$ cat src/hdl/cnr_defines.vh
// Constants for the chain node router with extended flow-control decoding.
`ifndef CNR_DEFINES_VH
`define CNR_DEFINES_VH
`define CNR_CMD_EXT_FC 6'h37
`define CNR_CMD_LO 0
`define CNR_CMD_HI 5
`define CNR_LEN_BIT 6
`define CNR_SET_LO 8
`define CNR_SET_HI 10
`define CNR_PRIV_LO 12
`define CNR_PRIV_HI 15
`define CNR_REL0_LO 16
`define CNR_RETRY_SHORT_LO 24
`define CNR_RETRY_LONG_LO 56
`define CNR_SET_ALT 3'h0
`define CNR_SET_STREAM 3'h2
`define CNR_SET_LAST 3'h7
`define CNR_FWD_WIN_HI 40'hFFFFFFFFFF
`define CNR_FWD_WIN_LO 40'hFD00000000
`define CNR_CREDIT_W 4
`define CNR_KIND_BCAST 3'h0
`define CNR_KIND_DOWN 3'h1
`define CNR_KIND_UP 3'h2
`define CNR_KIND_RESP 3'h3
`define CNR_KIND_FC 3'h4
`define CNR_BUS_CTRL 4'h0
`define CNR_BUS_STAT 4'h4
`define CNR_BUS_CREDIT 4'h8
`define CNR_BUS_PEER 4'hC
`endif

$ cat src/hdl/cnr_credit.v
// Saturating transmit credit counter for one buffer type.
`timescale 1ns/1ps
`include "cnr_defines.vh"
module cnr_credit #(
  parameter W = `CNR_CREDIT_W
) (
  // Clock and reset.
  input wire clk_i,
  input wire rst_i,
  // Release count and consume strobe.
  input wire [1:0] add_i,
  input wire add_en_i,
  input wire take_i,
  // Current credit.
  output reg [W-1:0] count_o
);
  wire [W:0] sum;
  wire [W:0] dec;
  // Extras beyond full are discarded so the counter never wraps.
  assign sum = {1'b0, count_o} + {{(W-1){1'b0}}, add_i};
  assign dec = (take_i && count_o != {W{1'b0}}) ? sum - {{W{1'b0}}, 1'b1}
                                                : sum;
  always @(posedge clk_i) begin
    if (rst_i) begin
      count_o <= {W{1'b0}};
    end else if (add_en_i || take_i) begin
      count_o <= dec[W] ? {W{1'b1}} : dec[W-1:0];
    end
  end
endmodule

$ cat src/hdl/cnr_router.v
// Receive-side packet router of a chain node with flow-control decoding.
//
// Local design decisions: the Wishbone interface to the registers and the register offsets.
`timescale 1ns/1ps
`include "cnr_defines.vh"
////////////////////////////////////////////////////////////////////////////////
// What this block does
// - Extended flow-control packets never sent when all extended sets disabled.
// - Extended flow control covers only channel sets 0 to 7.
// - length_select 0 means four bytes, 1 means eight bytes.
// - Short form: byte0 length and command, byte1 set, byte2 release, byte3 ack.
// - Long form: bytes 2 to 5 release, byte 6 reserved, byte 7 ack.
// - set_private_bits carry neighbour information, zero when unused.
// - retry_ack_pointer only meaningful with retry enabled, else reserved.
// - Alternate set uses short form with four 2-bit counts.
// - Alternate posted and response counts release command and data together.
// - Stream set uses long form with sixteen 2-bit stream counts.
// - Each 2-bit count returns zero to three buffers of credit.
// - Broadcasts only posted; directed may be posted or nonposted.
// - Broadcasts are both accepted and forwarded.
// - Clumped unit tags are treated as equal for routing; upstream peer routing still reads each tag's own peer_route_reg bit.
// - Downstream accepted if tag zero, flag clear, address owned; else forwarded.
// - Downstream with compatibility flag accepted only at subtractive device.
// - Upstream accepted if peer routed, outside window and owned.
// - Bridge-origin responses to own tag accepted; all others forwarded.
// - Forwarded packets leave on the opposite link.
// - Tunnel accepts downstream packets from either link.
// - Uninitialised link: pend, or reject if discard flag set.
// - Forwarding toward a terminus link rejects instead.
// - Rejection drops all but nonposted requests, which get abort replies.
module cnr_router (
  // Clock and reset.
  input wire clk_i,
  input wire rst_i,
  // Incoming packet header, already decoded by the link layer.
  input wire pkt_valid_i,
  input wire pkt_link_i,
  input wire [63:0] pkt_data_i,
  input wire [2:0] pkt_kind_i,
  input wire pkt_nonposted_i,
  input wire pkt_compat_i,
  input wire pkt_bridge_i,
  input wire [4:0] pkt_tag_i,
  input wire [39:0] pkt_addr_i,
  input wire addr_owned_i,
  output reg pkt_ready_o,
  // Link state per link, from configuration logic.
  input wire [1:0] terminus_i,
  input wire [1:0] init_done_i,
  // Routing decision.
  output reg accept_o,
  output reg forward_o,
  output reg fwd_link_o,
  output reg reject_o,
  output reg abort_reply_o,
  output reg pend_o,
  // Decoded flow-control fields.
  output reg fc_valid_o,
  output reg [2:0] fc_set_o,
  output reg [3:0] fc_private_o,
  output reg [7:0] fc_retry_ptr_o,
  output reg fc_error_o,
  // Wishbone slave.
  input wire [3:0] adr_i,
  input wire [31:0] dat_i,
  input wire [3:0] sel_i,
  input wire we_i,
  input wire cyc_i,
  input wire stb_i,
  output reg [31:0] dat_o,
  output reg ack_o
);
  ////////////////////////////////////////////////////////////////////////////
  // Control registers.
  reg [7:0] set_enable_reg;
  reg uninit_discard_reg;
  reg retry_en_reg;
  reg subtractive_reg;
  reg [4:0] node_tag_reg;
  reg [4:0] clump_top_reg;
  reg [31:0] peer_route_reg;
  reg [7:0] fc_err_count_reg;
  // Second stage of the link flag synchronisers; the only stage read.
  reg [1:0] term_s2_reg;
  reg [1:0] init_s2_reg;
  reg [31:0] rd_next;
  wire bus_hit;
  wire [15:0] alt_cnt;
  wire [3:0] alt_take;

  assign bus_hit = cyc_i && stb_i && !ack_o;

  // Bus writes take effect on the cycle the ack is raised.
  // The raised ack masks the hit, so a held request cannot write twice.
  always @(posedge clk_i) begin
    if (rst_i) begin
      set_enable_reg <= 8'h00;
      uninit_discard_reg <= 1'b0;
      retry_en_reg <= 1'b0;
      subtractive_reg <= 1'b0;
      node_tag_reg <= 5'h01;
      clump_top_reg <= 5'h00;
      peer_route_reg <= 32'h00000000;
    end else if (bus_hit && we_i) begin
      case (adr_i)
        `CNR_BUS_CTRL: begin
          if (sel_i[0]) set_enable_reg <= dat_i[7:0];
          if (sel_i[1]) begin
            uninit_discard_reg <= dat_i[8];
            retry_en_reg <= dat_i[9];
            subtractive_reg <= dat_i[10];
          end
          if (sel_i[2]) node_tag_reg <= dat_i[20:16];
          if (sel_i[3]) clump_top_reg <= dat_i[28:24];
        end
        `CNR_BUS_PEER: begin
          if (sel_i[0]) peer_route_reg[7:0] <= dat_i[7:0];
          if (sel_i[1]) peer_route_reg[15:8] <= dat_i[15:8];
          if (sel_i[2]) peer_route_reg[23:16] <= dat_i[23:16];
          if (sel_i[3]) peer_route_reg[31:24] <= dat_i[31:24];
        end
        default: begin
        end
      endcase
    end
  end

  // Read mux; unmapped offsets read zero and are still acknowledged.
  // Status shows the synchronised link flags, the same ones routing uses.
  always @* begin
    rd_next = 32'h00000000;
    case (adr_i)
      `CNR_BUS_CTRL: rd_next = {3'h0, clump_top_reg, 3'h0, node_tag_reg,
                                5'h00, subtractive_reg, retry_en_reg,
                                uninit_discard_reg, set_enable_reg};
      `CNR_BUS_STAT: rd_next = {16'h0000, fc_err_count_reg,
                                4'h0, init_s2_reg, term_s2_reg};
      `CNR_BUS_CREDIT: rd_next = {16'h0000, alt_cnt};
      `CNR_BUS_PEER: rd_next = peer_route_reg;
      default: rd_next = 32'h00000000;
    endcase
  end

  // One wait-free ack per request; ack falls the cycle after.
  // Read data is registered with the ack: one cycle more, no glitches.
  always @(posedge clk_i) begin
    if (rst_i) begin
      ack_o <= 1'b0;
      dat_o <= 32'h00000000;
    end else begin
      ack_o <= bus_hit;
      if (bus_hit && !we_i) dat_o <= rd_next;
    end
  end

  ////////////////////////////////////////////////////////////////////////////
  // Flow-control decode.
  // The header word holds byte n at bits 8n+7 down to 8n.
  wire is_fc;
  wire len_long;
  wire [2:0] fc_set;
  wire fc_set_on;
  wire fc_bad;
  wire alt_ok;
  wire fc_take;

  assign is_fc = pkt_kind_i == `CNR_KIND_FC &&
                 pkt_data_i[`CNR_CMD_HI:`CNR_CMD_LO] == `CNR_CMD_EXT_FC;
  assign len_long = pkt_data_i[`CNR_LEN_BIT];
  assign fc_set = pkt_data_i[`CNR_SET_HI:`CNR_SET_LO];
  assign fc_set_on = set_enable_reg[fc_set];
  // Alternate set must be short, stream set must be long.
  // A wrong length is flagged as an error, never read as the other form.
  assign alt_ok = !(fc_set == `CNR_SET_ALT && len_long) &&
                  !(fc_set == `CNR_SET_STREAM && !len_long);
  assign fc_bad = !fc_set_on || !alt_ok;
  // Credit use is tracked outside this block, so the take side stays idle.
  assign alt_take = 4'h0;
  // Credits count only on the consume edge: the source holds valid one
  // cycle past it, so a gate on valid alone would add each release twice.
  assign fc_take = pkt_valid_i && !pkt_ready_o && is_fc && !fc_bad;

  // Alternate-set credits: posted, nonposted cmd, nonposted data, response.
  // One count serves both command and data for posted and response.
  genvar gi;
  generate
    for (gi = 0; gi < 4; gi = gi + 1) begin : g_alt
      cnr_credit #(.W(`CNR_CREDIT_W)) u_cred (
        .clk_i(clk_i),
        .rst_i(rst_i),
        .add_i(pkt_data_i[`CNR_REL0_LO + 2*gi +: 2]),
        .add_en_i(fc_take && fc_set == `CNR_SET_ALT),
        .take_i(alt_take[gi]),
        .count_o(alt_cnt[4*gi +: 4])
      );
    end
  endgenerate

  ////////////////////////////////////////////////////////////////////////////
  // Routing decision.
  wire tag_home;
  wire tag_mine;
  wire in_window;
  wire out_link;
  reg [1:0] term_s1_reg;
  reg [1:0] init_s1_reg;
  reg want_acc;
  reg want_fwd;

  // Link flags come from another domain; resynchronise them.
  // Only the second stage feeds logic; the first may still be settling.
  always @(posedge clk_i) begin
    if (rst_i) begin
      term_s1_reg <= 2'b00;
      term_s2_reg <= 2'b00;
      init_s1_reg <= 2'b00;
      init_s2_reg <= 2'b00;
    end else begin
      term_s1_reg <= terminus_i;
      term_s2_reg <= term_s1_reg;
      init_s1_reg <= init_done_i;
      init_s2_reg <= init_s1_reg;
    end
  end

  // Tags up to the clump top stand for the host. A node whose own tag
  // lies in that clump owns every tag of it when matching responses.
  assign tag_home = pkt_tag_i <= clump_top_reg;
  assign tag_mine = pkt_tag_i == node_tag_reg ||
                    (node_tag_reg <= clump_top_reg && tag_home);
  // The window runs to the top of the 40-bit space; one compare will do.
  assign in_window = pkt_addr_i >= `CNR_FWD_WIN_LO;
  assign out_link = ~pkt_link_i;

  // Acceptance and forwarding by packet kind.
  always @* begin
    want_acc = 1'b0;
    want_fwd = 1'b0;
    case (pkt_kind_i)
      `CNR_KIND_BCAST: begin
        want_acc = 1'b1;
        want_fwd = 1'b1;
      end
      `CNR_KIND_DOWN: begin
        // Either link may carry downstream traffic.
        if (pkt_compat_i) begin
          want_acc = subtractive_reg;
          want_fwd = !subtractive_reg;
        end else begin
          want_acc = tag_home && addr_owned_i;
          want_fwd = !want_acc;
        end
      end
      // Peer-routed tags reach a node only outside the reserved window.
      `CNR_KIND_UP: begin
        want_acc = peer_route_reg[pkt_tag_i] && !in_window &&
                   addr_owned_i;
        want_fwd = !want_acc;
      end
      `CNR_KIND_RESP: begin
        want_acc = pkt_bridge_i && tag_mine;
        want_fwd = !want_acc;
      end
      default: begin
        // Flow control and unknown kinds take no routing outcome.
        want_acc = 1'b0;
        want_fwd = 1'b0;
      end
    endcase
  end

  // Decisions look at the outgoing link only. A terminus flag wins over
  // the uninitialised state, so a dead link never holds a packet forever.
  wire link_dead;
  wire link_uninit;
  wire do_pend;
  wire do_rej;
  assign link_dead = term_s2_reg[out_link];
  assign link_uninit = !term_s2_reg[out_link] && !init_s2_reg[out_link];
  // A pended header keeps valid high, as the source sees no consume pulse.
  assign do_pend = want_fwd && link_uninit && !uninit_discard_reg;
  assign do_rej = want_fwd && (link_dead ||
                  (link_uninit && uninit_discard_reg));

  // Registered outcome; a pended packet is held until a flag sets.
  // Pulses clear every cycle, so one header never yields two outcomes.
  always @(posedge clk_i) begin
    if (rst_i) begin
      pkt_ready_o <= 1'b0;
      accept_o <= 1'b0;
      forward_o <= 1'b0;
      fwd_link_o <= 1'b0;
      reject_o <= 1'b0;
      abort_reply_o <= 1'b0;
      pend_o <= 1'b0;
      fc_valid_o <= 1'b0;
      fc_set_o <= 3'h0;
      fc_private_o <= 4'h0;
      fc_retry_ptr_o <= 8'h00;
      fc_error_o <= 1'b0;
      fc_err_count_reg <= 8'h00;
    end else begin
      pkt_ready_o <= 1'b0;
      accept_o <= 1'b0;
      forward_o <= 1'b0;
      reject_o <= 1'b0;
      abort_reply_o <= 1'b0;
      fc_valid_o <= 1'b0;
      fc_error_o <= 1'b0;
      pend_o <= pkt_valid_i && !pkt_ready_o && do_pend;
      if (pkt_valid_i && !pkt_ready_o && !do_pend) begin
        pkt_ready_o <= 1'b1;
        if (pkt_kind_i == `CNR_KIND_FC) begin
          // Consumed here only.
          fc_valid_o <= is_fc && !fc_bad;
          fc_error_o <= !is_fc || fc_bad;
          if (!is_fc || fc_bad) begin
            fc_err_count_reg <= fc_err_count_reg + 8'h01;
          end
          fc_set_o <= fc_set;
          fc_private_o <= pkt_data_i[`CNR_PRIV_HI:`CNR_PRIV_LO];
          // With retry off the pointer is reserved and reads zero.
          if (!retry_en_reg) begin
            fc_retry_ptr_o <= 8'h00;
          end else if (len_long) begin
            fc_retry_ptr_o <= pkt_data_i[`CNR_RETRY_LONG_LO +: 8];
          end else begin
            fc_retry_ptr_o <= pkt_data_i[`CNR_RETRY_SHORT_LO +: 8];
          end
        end else begin
          accept_o <= want_acc;
          forward_o <= want_fwd && !do_rej;
          fwd_link_o <= out_link;
          reject_o <= do_rej;
          // Only nonposted non-broadcast requests get an abort reply.
          abort_reply_o <= do_rej && pkt_nonposted_i &&
                           (pkt_kind_i == `CNR_KIND_DOWN ||
                            pkt_kind_i == `CNR_KIND_UP);
        end
      end
    end
  end
endmodule

$ cat config.mk
export PLATFORM = sky130hd
export DESIGN_NAME = cnr_router
export DESIGN_NICKNAME = d
export VERILOG_FILES = /design/src/hdl/cnr_credit.v /design/src/hdl/cnr_router.v
export VERILOG_INCLUDE_DIRS = /design/src /design/src/hdl
export SDC_FILE = /design/constraint.sdc
export NUM_CORES = 1
export LEC_CHECK = 0
export ABC_CLOCK_PERIOD_IN_PS = 2100
export BUFFER_PORTS_ARGS = -buffer_cell sky130_fd_sc_hd__buf_2
export CORE_ASPECT_RATIO = 2
export CORE_UTILIZATION = 40
export DETAILED_ROUTE_END_ITERATION = 8
export PLACE_DENSITY_LB_ADDON = 0.3
export SETUP_SLACK_MARGIN = 0.5
export SLEW_MARGIN = 40
export SYNTH_ARGS = -nofsm -noshare
export SYNTH_HDL_FRONTEND = slang
export SYNTH_SLANG_ARGS = --single-unit
$ cat constraint.sdc
create_clock -name clk_i -period 2.1 [get_ports clk_i]
set_input_delay 0.21 -clock clk_i [delete_from_list [all_inputs] [get_ports clk_i]]
set_output_delay 0.21 -clock clk_i [all_outputs]
set_load 0.01 [all_outputs]
==> qor.log <==
INFO  status         run_status=completed
INFO  floorplanning  floorplan.die.height=186um
INFO  synth          synth_seq_cells=142
INFO  power          power_switching_share=22.2%
INFO  timing         final_hold_viol_count=0
INFO  cells_and_area area_growth=38.0%
INFO  synth          synthXorXnorAreaFrac=1.67%
INFO  synth          synthesis.nets=997
INFO  global_route   vias_in_the_first_global_route=6519
INFO  power          power_density=710mW/mm^2
INFO  global_route   gr-total-overflow=0
INFO  worst_setup_path crit_arrival=2370ps
INFO  global_route   grt_max_degree=82
INFO  power          clkPwrFrac=51.6%
INFO  routing        drtAntennaViolNets=0
INFO  power          ir_worst_vdd=0.510mV
INFO  clocking       h-tree-depth=4
INFO  timing         rsz_0062_raised_after_global_routing=yes
INFO  worst_setup_path reg2reg_slack=40ps
INFO  clocking       clock_tree.root_cell=sky130_fd_sc_hd__clkbuf_16
INFO  synth          post_synth_and_or_nand_nor_area_fraction=22.4%
INFO  routing        routed_wl=22100um
INFO  timing         maxSlewViolCount=0
INFO  routing        route.detailed.drc=0
INFO  global_route   grt_use_met2=44.7%
INFO  clocking       cts_num_sinks=142
INFO  cells_and_area drive_gt1_share=36.5%
INFO  synth          synth.yosys.seq_area_share=41.8%
INFO  floorplanning  rows=67
INFO  synth          synth_top_cells_by_area=sky130_fd_sc_hd__dfxtp_1 (42%), sky130_fd_sc_hd__a21oi_1 (8.2%), sky130_fd_sc_hd__nand2_1 (5.8%)
INFO  worst_setup_path timing.critical_path.to_type=flop
INFO  global_route   antenna_found_initial=1
INFO  routing        route.detailed.wl_per_inst=18.1um
INFO  flow_run       number_of_violations_of_the_max_capacitance_limit=0
INFO  floorplanning  ioPinCount=224
INFO  floorplanning  design.core.area=0.0167mm^2
INFO  synth          yosys_warn_count=0
INFO  placement      weighted_congestion_reported_at_the_end_of_routability_driven_placement=0.893
INFO  synth          synth-main-ff-cell=sky130_fd_sc_hd__dfxtp_1
INFO  clocking       clk_transition_reported_paths=60ps
INFO  floorplanning  initial_utilization=40.8%
INFO  synth          synth_top_cell_by_area=sky130_fd_sc_hd__dfxtp_1
INFO  cells_and_area layout.cells.most_common=sky130_fd_sc_hd__buf_2
INFO  synth          post_synth_fa_ha_maj_area_fraction=4.67%
INFO  global_route   grt.total_usage=25.6%
INFO  power          power.total=6.67mW
INFO  global_route   grt.met3_usage=4.73%
INFO  min_path       hold_path.class=in2reg
INFO  synth          combinational_family_with_the_most_area_after_synthesis=simple AND/OR/NAND/NOR gates
INFO  synth          async_reset_ff_share=0%
INFO  timing         max_slew_margin=61.4%
INFO  floorplanning  floorplan.die.width=94.2um
INFO  synth          synth_edf_count=0
INFO  cells_and_area final_core_util=56.3%
INFO  cells_and_area mostFrequentLayoutCells=sky130_fd_sc_hd__buf_2 (164), sky130_fd_sc_hd__dfxtp_1 (124), sky130_fd_sc_hd__a21oi_1 (104)
INFO  clocking       numCtsBuffers=17
INFO  cells_and_area finalInstanceArea=0.00939mm^2
INFO  worst_setup_path critical_path.max_stage_delay=400ps
INFO  worst_setup_path cp-start-kind=flop
INFO  global_route   grt_pass1_wl=33600um
INFO  placement      detailedPlacementHpwl=16400um
INFO  power          power.combinational.fraction=7.6%
INFO  global_route   groute.layer.met1.usage=25.2%
INFO  clocking       clock_insertion_delay_worst_skew=430ps
INFO  global_route   grt-busiest-layer=met2
INFO  synth          synthDominantCellAreaShare=41.8%
INFO  synth          postSynthCellCount=807
INFO  power          p_seq_share=40.9%
INFO  worst_setup_path worstPathMaxFanout=2
INFO  placement      placed_cells_incl_taps=1174
INFO  synth          synthMuxAreaShare=8.29%
INFO  worst_setup_path worstPathRequired=2410ps
INFO  synth          mappedNetlistArea=0.00681mm^2
INFO  power          p_int=5.19mW
INFO  worst_setup_path slowest_stage=sky130_fd_sc_hd__o311a_4
INFO  worst_setup_path crit_type=reg2reg
INFO  power          p_leak=3.72nW
INFO  timing         finalSetupViolCount=0
INFO  routing        dr.pass1.iters=5
INFO  synth          yosysUniqueCellTypes=58
INFO  clocking       clock_tree_from_tritoncts=yes
INFO  power          switching_power=1.48mW
INFO  cells_and_area net_count_reported_at_finish=1191
INFO  clocking       cts.path.max_buffers=2
INFO  timing         timing.final.crit_share=98.0%
INFO  routing        avgViaCountPerCell=5.46
INFO  timing         fin_worst_skew=6.44ps
INFO  timing         post-route-min-period=2060ps
INFO  cells_and_area fillers=1555
INFO  worst_setup_path critical_path.cell_chain=inv_4 -> ha_4 -> nor2b_1 -> o21ai_1 -> and3_4 -> a31oi_1 -> o311a_4 -> a21oi_4 -> mux2_4
INFO  floorplanning  die-area=0.0176mm^2
INFO  placement      portBuffers=165
INFO  synth          synth-compound-area-share=16.0%
INFO  timing         worst_slew_pin_slew=579ps
INFO  synth          post_synth.cell_area_avg=8.43um^2
INFO  cells_and_area stdcell_count=1222
INFO  routing        num_vias=6675
INFO  routing        detail_route.iter0.violations=302
INFO  timing         achievable-frequency=486MHz
INFO  placement      placed_area=0.00827mm^2
[what timing repair did]
action,4_1_cts,5_1_grt
setup buffers,4,4
hold endpoints to repair,4,0
setup endpoints to repair,33,83
gates cloned,3,0
resized for setup,38,27
hold buffers,4,0
pin swaps,24,8
[cell usage after synthesis, drive strengths merged, types with 5 or more instances]
cell / count
dfxtp: 142
nor2b: 17
nand2: 105
a311oi: 10
nand3: 75
mux2: 18
a22oi: 27
nor3: 14
buf: 12
nor2: 85
inv: 31
o21ai: 11
ha: 19
mux4: 13
xnor2: 11
mux2i: 5
a21oi: 113
clkbuf: 41
[cell type report]
type / instances / area, um^2 / area share [%]
Tap cell: 207 / 259 / 2.76
Clock inverter: 11 / 211 / 2.25
Inverter: 31 / 121 / 1.29
Multi-Input combinational cell: 581 / 4030 / 42.9
Clock buffer: 21 / 450 / 4.80
Timing Repair Buffer: 228 / 1450 / 15.4
Antenna cell: 1 / 2.50 / 0.0266
Sequential cell: 142 / 2870 / 30.5
[stage by stage]
step | setup slack (ps) | hold slack, ps | setup TNS, ps
after floorplan | 113 | 337 | 0
after global routing | -7.37 | 21.0 | -7.37
after CTS | 41.6 | 9.51 | 0
final | 42.2 | 20.6 | 0
after detailed placement | -119 | 425 | -310
after global placement | -87.9 | 421 | -163
[worst paths after layout]
check | from | to | cells after the start
worst min-delay path | pkt_data_i[14] | fc_private_o[2] | 3
worst min register to register | term_s1_reg[0] | term_s2_reg[0] | 1
worst max-delay path | clump_top_reg[1] | fwd_link_o | 9
worst max register to register | clump_top_reg[1] | fwd_link_o | 9
[critical path, delay by kind of cell, from the launching register on]
family                   cells  cell delay (ps)
AO/OA/AOI/OAI                4              700
adder cells (fa/ha/maj)      1              230
buffers and inverters        1               50
flip-flops                   1              350
multiplexers                 1              300
AND/OR/NAND/NOR              2              300
[power by group through the flow]
| stage | combinational, mW | sequential (mW) | clock (mW) |
|---|---|---|---|
| after floorplan | 0.243 | 2.78 | 0 |
| after global placement | 0.472 | 2.78 | 0 |
| after detailed placement | 0.475 | 2.78 | 0 |
| after CTS | 0.493 | 2.72 | 3.48 |
| after global routing | 0.545 | 2.72 | 3.59 |
| final | 0.507 | 2.72 | 3.44 |
[per-layer routing]
metal,vias to the layer above,routed length [um]
li1,3227,-
met1,3146,7600
met2,215,11800
met3,87,893
met4,0,1870
met5,-,0
[cell families (layout without fill, tap and decap cells)]
kind of cell / Yosys count / in the layout
adders and majority gates: 23 / 23
DFF: 142 / 142
xor gates and xnor gates: 13 / 13
muxes: 36 / 36
and+or+nand+nor: 330 / 330
other: 0 / 1
AOI/OAI and AO/OA: 179 / 179
buffers and inverters: 84 / 291
(Power assumes the default switching activity.)
